===== config.mk =====
export PLATFORM = sky130hd
export DESIGN_NAME = pcsr_top
export DESIGN_NICKNAME = d
export VERILOG_FILES = /design/src/logic/pcsr_pkg.sv /design/src/logic/pcsr_if.sv /design/src/logic/pcsr_capture.sv /design/src/logic/pcsr_top.sv
export SDC_FILE = /design/constraint.sdc
export NUM_CORES = 1
export LEC_CHECK = 0
export BUFFER_PORTS_ARGS = -buffer_cell sky130_fd_sc_hd__buf_4
export CELL_PAD_IN_SITES_DETAIL_PLACEMENT = 0
export CELL_PAD_IN_SITES_GLOBAL_PLACEMENT = 1
export CORE_UTILIZATION = 38
export CTS_BUF_LIST = sky130_fd_sc_hd__clkbuf_4 sky130_fd_sc_hd__clkbuf_8
export DETAILED_ROUTE_END_ITERATION = 16
export PLACE_DENSITY_LB_ADDON = 0.1
export SYNTH_ARGS = -nofsm -noshare
export SYNTH_HDL_FRONTEND = slang
export SYNTH_SLANG_ARGS = --single-unit

===== constraint.sdc =====
create_clock -name CLK_IN -period 1.7 [get_ports CLK_IN]
set_clock_uncertainty 0.05 [all_clocks]
set_input_delay 0.17 -clock CLK_IN [delete_from_list [all_inputs] [get_ports CLK_IN]]
set_output_delay 0.17 -clock CLK_IN [all_outputs]
set_load 0.03 [all_outputs]

===== src/logic/pcsr_pkg.sv =====
/*
 power-on clock strap register constants: index values, field positions, port addresses, divider codes.
 assumes nothing beyond a SystemVerilog compiler.
*/
package pcsr_pkg;
    // index/data port addresses
    localparam logic [7:0] PCSR_INDEX_PORT = 8'h22;
    localparam logic [7:0] PCSR_DATA_PORT = 8'h23;
    // register indices
    localparam logic [7:0] PCSR_IDX_PLL = 8'h4a;
    localparam logic [7:0] PCSR_IDX_DESKEW = 8'h4b;
    localparam logic [7:0] PCSR_IDX_CLKPIN = 8'h4c;
    localparam logic [7:0] PCSR_IDX_HOST = 8'h5f;
    // field positions
    localparam int PCSR_PLL_RANGE_LSB = 6;
    localparam int PCSR_SYNC_BIT = 5;
    localparam int PCSR_DIV_A_BIT = 4;
    localparam int PCSR_HOSTMIR_LSB = 2;
    localparam int PCSR_DESKEW_LSB = 2;
    localparam int PCSR_DESKEW_BYPASS_BIT = 2;
    localparam int PCSR_DESKEW_USER_BIT = 3;
    localparam int PCSR_DESKEW_START_LSB = 4;
    localparam int PCSR_DOT_BIT = 4;
    localparam int PCSR_MEM_BIT = 3;
    localparam int PCSR_HOST_BIT = 2;
    localparam int PCSR_DIV_B_BIT = 1;
    // writable bits and reserved masks
    localparam logic [7:0] PCSR_PLL_MASK = 8'hfc;
    localparam logic [7:0] PCSR_DESKEW_MASK = 8'h3c;
    localparam logic [7:0] PCSR_CLKPIN_MASK = 8'h1e;
    localparam logic [7:0] PCSR_CLKPIN_WMASK = 8'h10;
    localparam logic [7:0] PCSR_RESET_VALUE = 8'h00;
    localparam logic [7:0] PCSR_DEFAULT_START = 8'h00;
    // pll range codes
    typedef enum logic [1:0] {
        PCSR_RANGE_16_32 = 2'b00,
        PCSR_RANGE_32_64 = 2'b01,
        PCSR_RANGE_ABOVE_64 = 2'b10,
        PCSR_RANGE_RSV = 2'b11
    } pcsr_range_e;
    // divisor codes
    localparam logic [2:0] PCSR_DIV4 = 3'h4;
    localparam logic [2:0] PCSR_DIV3 = 3'h3;
    localparam logic [2:0] PCSR_DIV2 = 3'h2;
endpackage : pcsr_pkg


===== src/logic/pcsr_if.sv =====
/*
 interface carrying sampled strap levels from the capture module to the register bank.
 assumes a single clock domain.
*/
`timescale 1ns/1ns
interface pcsr_if;
    logic [7:0] pll_strap;
    logic [7:0] deskew_strap;
    logic [7:0] clkpin_strap;
    logic [7:0] host_mirror;
    logic captured;
    modport capture (output pll_strap, deskew_strap, clkpin_strap, host_mirror, captured);
    modport bank (input pll_strap, deskew_strap, clkpin_strap, host_mirror, captured);
endinterface : pcsr_if


===== src/logic/pcsr_capture.sv =====
/*
 captures strap line levels once on the first clock after reset release.
 assumes strap lines are stable around reset release and synchronous to the clock.
*/
`timescale 1ns/1ns
module pcsr_capture (
    // clock and reset
    input wire logic clk_in,
    input wire logic arst_n_in,
    // strap lines
    input wire logic [20:0] strap_line_in,
    // sampled levels
    pcsr_if.capture cap
);
    import pcsr_pkg::*;

    logic done_reg;
    logic [7:0] pll_reg;
    logic [7:0] deskew_reg;
    logic [7:0] clkpin_reg;
    logic [7:0] host_reg;

    // sample once after release, constants under reset
    always_ff @(posedge clk_in or negedge arst_n_in) begin
        if (!arst_n_in) begin
            done_reg <= 1'b0;
            pll_reg <= PCSR_RESET_VALUE;
            deskew_reg <= PCSR_RESET_VALUE;
            clkpin_reg <= PCSR_RESET_VALUE;
            host_reg <= PCSR_RESET_VALUE;
        end else if (!done_reg) begin
            done_reg <= 1'b1; // never resampled
            pll_reg <= {strap_line_in[7:4], strap_line_in[3:2], 2'b00};
            deskew_reg <= {2'b00, strap_line_in[13:10], 2'b00};
            clkpin_reg <= {3'b000, strap_line_in[20:17], 1'b0};
            host_reg <= {strap_line_in[3:2], 6'h00};
        end
    end

    assign cap.pll_strap = pll_reg;
    assign cap.deskew_strap = deskew_reg;
    assign cap.clkpin_strap = clkpin_reg;
    assign cap.host_mirror = host_reg;
    assign cap.captured = done_reg;
endmodule : pcsr_capture


===== src/logic/pcsr_top.sv =====
/*
 power-on clock strap register bank: three strap registers behind an index/data io port pair,
 decoded clock-generation controls and clock pin enables.
 assumes an 8-bit io cycle with one-cycle read/write strobes, synchronous to CLK_IN.
*/
// Functional notes
// pll register bits 7:4 hold straps 7:4
// bits 7:6 choose pci pll range
// bit 5 enables memory/host clock sync
// straps 4 and 17 pick pci divisor
// bits 3:2 mirror host register 7:6
// index 4b bits 5:2 hold straps 13:10
// deskew bit 0 enables, 1 bypasses
// user bit selects start from bits 5:4
// strap 13 programs start point msbs
// index 4c bits 4:1 hold straps 20:17
// bit 4 sets dot clock direction
// dot clock bit is software writable
// bit 3 enables memory clock output
// bit 2 sets host clock direction
// bit 1 is second pci divisor strap
// software writes index then data port
// reserved read zero; straps sampled once
`timescale 1ns/1ns
module pcsr_top (
    // clock and reset
    input wire logic CLK_IN,
    input wire logic ARST_N_IN,
    // strap lines
    input wire logic [20:0] STRAP_LINE_IN,
    // io port access
    input wire logic [7:0] IO_ADDR_IN,
    input wire logic [7:0] IO_WDATA_IN,
    input wire logic IO_WR_IN,
    input wire logic IO_RD_IN,
    output logic [7:0] IO_RDATA_OUT,
    output logic IO_RVALID_OUT,
    // clock generation controls
    output pcsr_pkg::pcsr_range_e PCI_PLL_RANGE_OUT,
    output logic MEM_HOST_SYNC_OUT,
    output logic [2:0] PCI_BUS_CLOCK_DIV_OUT,
    output logic DESKEW_ENABLE_OUT,
    output logic DESKEW_USER_START_OUT,
    output logic [1:0] DESKEW_START_OUT,
    // clock pin enables
    output logic DOT_CLOCK_OE_OUT,
    output logic MEMORY_CLOCK_OUT_PIN_OE_OUT,
    output logic HOST_CLOCK_OE_OUT
);
    import pcsr_pkg::*;

    pcsr_if straps ();

    logic [7:0] index_reg;
    logic dot_reg;
    logic dot_loaded_reg;
    logic [7:0] rdata_reg;
    logic rvalid_reg;
    logic [7:0] pll_strap_reg;
    logic [7:0] deskew_strap_reg;
    logic [7:0] clock_pin_strap_reg;
    logic [7:0] rdata_next;

    // divisor decode from the two divisor straps
    function automatic logic [2:0] pcsr_divisor(input logic div_a, input logic div_b);
        logic [2:0] d;
        d = PCSR_DIV4;
        if (div_a && div_b) begin
            d = PCSR_DIV2;
        end else if (div_a) begin
            d = PCSR_DIV3;
        end
        return d;
    endfunction : pcsr_divisor

    pcsr_capture u_capture (
        .clk_in(CLK_IN),
        .arst_n_in(ARST_N_IN),
        .strap_line_in(STRAP_LINE_IN),
        .cap(straps)
    );

    // index port write selects register
    always_ff @(posedge CLK_IN or negedge ARST_N_IN) begin
        if (!ARST_N_IN) begin
            index_reg <= PCSR_RESET_VALUE;
        end else if (IO_WR_IN && IO_ADDR_IN == PCSR_INDEX_PORT) begin
            index_reg <= IO_WDATA_IN;
        end
    end

    // dot clock bit: strap value then software writes
    always_ff @(posedge CLK_IN or negedge ARST_N_IN) begin
        if (!ARST_N_IN) begin
            dot_reg <= 1'b0;
            dot_loaded_reg <= 1'b0;
        end else if (straps.captured && !dot_loaded_reg) begin
            dot_loaded_reg <= 1'b1;
            dot_reg <= straps.clkpin_strap[PCSR_DOT_BIT];
        end else if (IO_WR_IN && IO_ADDR_IN == PCSR_DATA_PORT && index_reg == PCSR_IDX_CLKPIN) begin
            dot_reg <= IO_WDATA_IN[PCSR_DOT_BIT]; // other bits ignore writes
        end
    end

    // register images with reserved bits forced low
    always_comb begin
        pll_strap_reg = straps.pll_strap & PCSR_PLL_MASK;
        pll_strap_reg[PCSR_HOSTMIR_LSB +: 2] = straps.host_mirror[7:6];
        deskew_strap_reg = straps.deskew_strap & PCSR_DESKEW_MASK;
        clock_pin_strap_reg = straps.clkpin_strap & PCSR_CLKPIN_MASK & ~PCSR_CLKPIN_WMASK;
        clock_pin_strap_reg[PCSR_DOT_BIT] = dot_reg;
    end

    // data port read mux, unmapped index reads zero
    always_comb begin
        rdata_next = PCSR_RESET_VALUE;
        if (IO_ADDR_IN == PCSR_INDEX_PORT) begin
            rdata_next = index_reg;
        end else begin
            case (index_reg)
                PCSR_IDX_PLL: rdata_next = pll_strap_reg;
                PCSR_IDX_DESKEW: rdata_next = deskew_strap_reg;
                PCSR_IDX_CLKPIN: rdata_next = clock_pin_strap_reg;
                default: rdata_next = PCSR_RESET_VALUE;
            endcase
        end
    end

    // registered read answer one cycle after the strobe
    always_ff @(posedge CLK_IN or negedge ARST_N_IN) begin
        if (!ARST_N_IN) begin
            rdata_reg <= PCSR_RESET_VALUE;
            rvalid_reg <= 1'b0;
        end else begin
            rvalid_reg <= IO_RD_IN && (IO_ADDR_IN == PCSR_INDEX_PORT || IO_ADDR_IN == PCSR_DATA_PORT);
            if (IO_RD_IN && (IO_ADDR_IN == PCSR_INDEX_PORT || IO_ADDR_IN == PCSR_DATA_PORT)) begin
                rdata_reg <= rdata_next;
            end
        end
    end

    assign IO_RDATA_OUT = rdata_reg;
    assign IO_RVALID_OUT = rvalid_reg;

    // clock generation controls
    assign PCI_PLL_RANGE_OUT = pcsr_range_e'(pll_strap_reg[PCSR_PLL_RANGE_LSB +: 2]);
    assign MEM_HOST_SYNC_OUT = pll_strap_reg[PCSR_SYNC_BIT];
    assign PCI_BUS_CLOCK_DIV_OUT = pcsr_divisor(pll_strap_reg[PCSR_DIV_A_BIT],
        clock_pin_strap_reg[PCSR_DIV_B_BIT]);
    assign DESKEW_ENABLE_OUT = !deskew_strap_reg[PCSR_DESKEW_BYPASS_BIT];
    assign DESKEW_USER_START_OUT = deskew_strap_reg[PCSR_DESKEW_USER_BIT];
    // user start from bits 5:4, else default; bit 5 (strap 13) sets the start msb
    assign DESKEW_START_OUT = deskew_strap_reg[PCSR_DESKEW_USER_BIT]
        ? deskew_strap_reg[PCSR_DESKEW_START_LSB +: 2] : PCSR_DEFAULT_START[1:0];

    // clock pin direction enables
    assign DOT_CLOCK_OE_OUT = clock_pin_strap_reg[PCSR_DOT_BIT];
    assign MEMORY_CLOCK_OUT_PIN_OE_OUT = clock_pin_strap_reg[PCSR_MEM_BIT];
    assign HOST_CLOCK_OE_OUT = clock_pin_strap_reg[PCSR_HOST_BIT];
endmodule : pcsr_top


==> results_dict.tcl <==
set metrics [dict create \
    outcome "completed" \
    tns_ns 0 \
    syn_inst 133 \
    required_ns 1.85 \
    place_ws_ns 0.1122 \
    grtUsageMet2_pct 28.03 \
    synth_ff_type "dfrtp_1" \
    grt_max_degree 35 \
    finalWeightedCongestion 0.8055 \
    rsz0062_at_grt "no" \
    rr_worst_depth 4 \
    nets 232 \
    grt_pass1_wl_um 5533 \
    p_sw_uw 492.0 \
    drt-total-wl_um 3463 \
    worst-path-buf-inv 0 \
    h-tree-depth 2 \
    hold_ws_ns 0.05827 \
    p_sw_share_pct 26.65 \
    power_density_nw_per_um2 860.7 \
    met3_usage_pct 5.308 \
    viasPerCell 5.000 \
    worstSetupEndpointType "flop" \
    setup_viol 0 \
    critPathSlowestCell "or4_4" \
    intPower_mw 1.354 \
    num_antenna_cells 0 \
    vdd_drop_max_mv 0.4803 \
    min_path_cells 2 \
    final_layout_size_suffix_gt1_share_pct 46.84 \
    wire_per_inst_um 14.43 \
    worstSetupPathType "reg2reg" \
    timing.fmax_mhz 640.1 \
    clock-sinks 34 \
    drc_errors 0 \
    filler_cell_count 373 \
    synth_seq_cells 34 \
    critPathMaxStageDelay_ns 0.54 \
    yosysSeqAreaShare_pct 53.17 \
    stdcell_count 240 \
    clockBufferDepth 2 \
    grt.busiest_layer "met2" \
    final_hold_viol_count 0 \
    crit_family "simple AND/OR/NAND/NOR gates" \
    cap_viol_max_count 0 \
    crit_chain "nor2b_1, nand3_1, or4_4, a31oi_2" \
    chipHeight_um 66.90 \
    grt_pass1_vias 1196 \
    hpwl_um 2613 \
    ctsRootBufferMaster "clkbuf_8" \
    multi_input_area_um2 688.2 \
    worstPathMaxFanout 4 \
    slew_violations 0 \
    worstMarginPinSlew_ns 0.5890 \
    die_area_um2 4475 \
    hp-class "in2reg" \
    fin_util_pct 53.23 \
    num_rows 23 \
    synth_edf_count 0 \
    track_usage_pct 17.25 \
    syn_avg_cell_area_um2 12.03 \
    first_pass_iters 4 \
    static-leakage-power_nw 1.027 \
    start_util_pct 39.72 \
    dp_cells 233 \
    clkPwrFrac_pct 30.9 \
    period_minus_slack_ns 1.562 \
    pwr-share-seq_pct 50.0 \
    p_comb_share_pct 19.1 \
    grt-ovfl-total 0 \
    synthArstFlopShare_pct 100.0 \
    cts_tree "built" \
    clkLatencyLatePin_ns 0.27 \
    num_io_pins 63 \
    slew_headroom_pct 60.73 \
    core_area_um2 4029 \
    ys_types 36 \
    ant_nets 0 \
    yosys_warnings 0 \
    finalCritPeriodShare_pct 91.89 \
    synth_nets 174 \
    chipWidth_um 66.90 \
    drtIter0Drc 31 \
    cp.depth 4 \
    use_met1_pct 21.10 \
    vias 1200 \
    port_buffers 55 \
    cts_buffers 5 \
    critPathLaunchType "flop" \
    setup_ws_ns 0.1378 \
    seq_area_um2 850.8 \
    syn_area_um2 1600 \
    antenna_found_initial 0 \
    post_cts_buffers 0 \
    arrival_ns 1.71 \
    cts.clk_slew.worst_paths_ns 0.06 \
    area_growth_pct 34.01 \
]
==> area by class of cell <==
| class | count | share of cell area, % |
|---|---|---|
| Inverter | 4 | 0.7001 |
| Multi-Input combinational cell | 87 | 32.09 |
| Timing Repair Buffer | 59 | 20.77 |
| Clock buffer | 6 | 3.851 |
| Sequential cell | 34 | 39.67 |
| Tap cell | 50 | 2.917 |
==> synthesized netlist by cell type, types with 2 or more instances <==
library cell,number,area [um2]
clkbuf_1,4,15.01
a22oi_1,3,22.52
dfrtp_1,34,850.8
o21ai_0,3,15.01
and2b_1,2,15.01
a2bb2oi_1,3,26.28
nand4bb_1,2,22.52
buf_4,2,15.01
nand2_1,8,30.03
a31oi_1,3,18.77
nor2b_1,4,25.02
nand4_1,2,12.51
nand3_1,3,15.01
and2_1,3,18.77
nor2_1,9,33.78
or3_1,2,12.51
inv_1,4,15.01
mux2_1,3,33.78
mux2_2,19,214.0
mux2i_1,4,40.04
==> power groups by stage <==
stage | sequential [mW] | combinational (mW) | clock [mW]
6_report | 0.923 | 0.352 | 0.571
5_1_grt | 0.932 | 0.377 | 0.635
3_5_place_dp | 0.940 | 0.354 | 0
4_1_cts | 0.925 | 0.356 | 0.590
3_3_place_gp | 0.936 | 0.348 | 0
2_1_floorplan | 0.969 | 0.151 | 0
==> metrics by stage <==
step / cell area (um2) / power (mW)
floorplan: 1600 / 1.119
global placement: 2052 / 1.284
detailed placement: 2052 / 1.293
CTS: 2145 / 1.871
global route: 2145 / 1.945
finish: 2145 / 1.846
==> cells in the final DEF (no fill, tap or decap), types with 2 or more instances in the layout <==
cell type,instances
buf_4,58
a22oi_1,3
and2_1,3
mux2_1,3
a2bb2oi_1,3
and2b_1,2
nor2_1,9
a31oi_1,3
o21ai_0,3
mux2i_1,4
dfrtp_1,34
nand3_1,3
nor2b_1,4
clkbuf_8,6
nand4_1,2
or3_1,2
inv_1,4
nand2_1,8
mux2_2,19
nand4bb_1,2
==> path summary, 6_finish.rpt <==
| check | slack, ns | end | start |
|---|---|---|---|
| max in group asynchronous | 0.96 | DOT_CLOCK_OE_OUT | ARST_N_IN |
| min in group asynchronous | 0.34 | IO_RDATA_OUT[0] | ARST_N_IN |
| hold reg to reg | 0.43 | IO_RDATA_OUT[0] | IO_RDATA_OUT[0] |
| setup / recovery | 0.14 | IO_RDATA_OUT[5] | index_reg[7] |
| setup reg to reg | 0.14 | IO_RDATA_OUT[5] | index_reg[7] |
| hold / removal | 0.06 | index_reg[3] | IO_WDATA_IN[3] |
==> cells by family (layout without fill, tap and decap cells) <==
kind of cell / count (synthesis) / in the layout / synth area share [%]
flops: 34 / 34 / 53.17
mux: 26 / 26 / 17.98
compound gates: 16 / 16 / 7.349
buf+inv: 12 / 69 / 3.830
simple gates: 44 / 44 / 17.43
other cells: 1 / 1 / 0.2343
==> per-layer routing <==
layer | up-vias | share of wire, %
met4 | 0 | 1.1
met1 | 561 | 47
met3 | 4 | 7.1
li1 | 589 | -
met5 | - | 0
met2 | 46 | 45
==> timing repair <==
action / in CTS / in global routing
hold endpoints to repair: 34 / 0
endpoints found under the setup margin: 0 / 0
hold buffers: 1 / 0
gates resized for setup: 0 / 0
(Power assumes the default switching activity.)
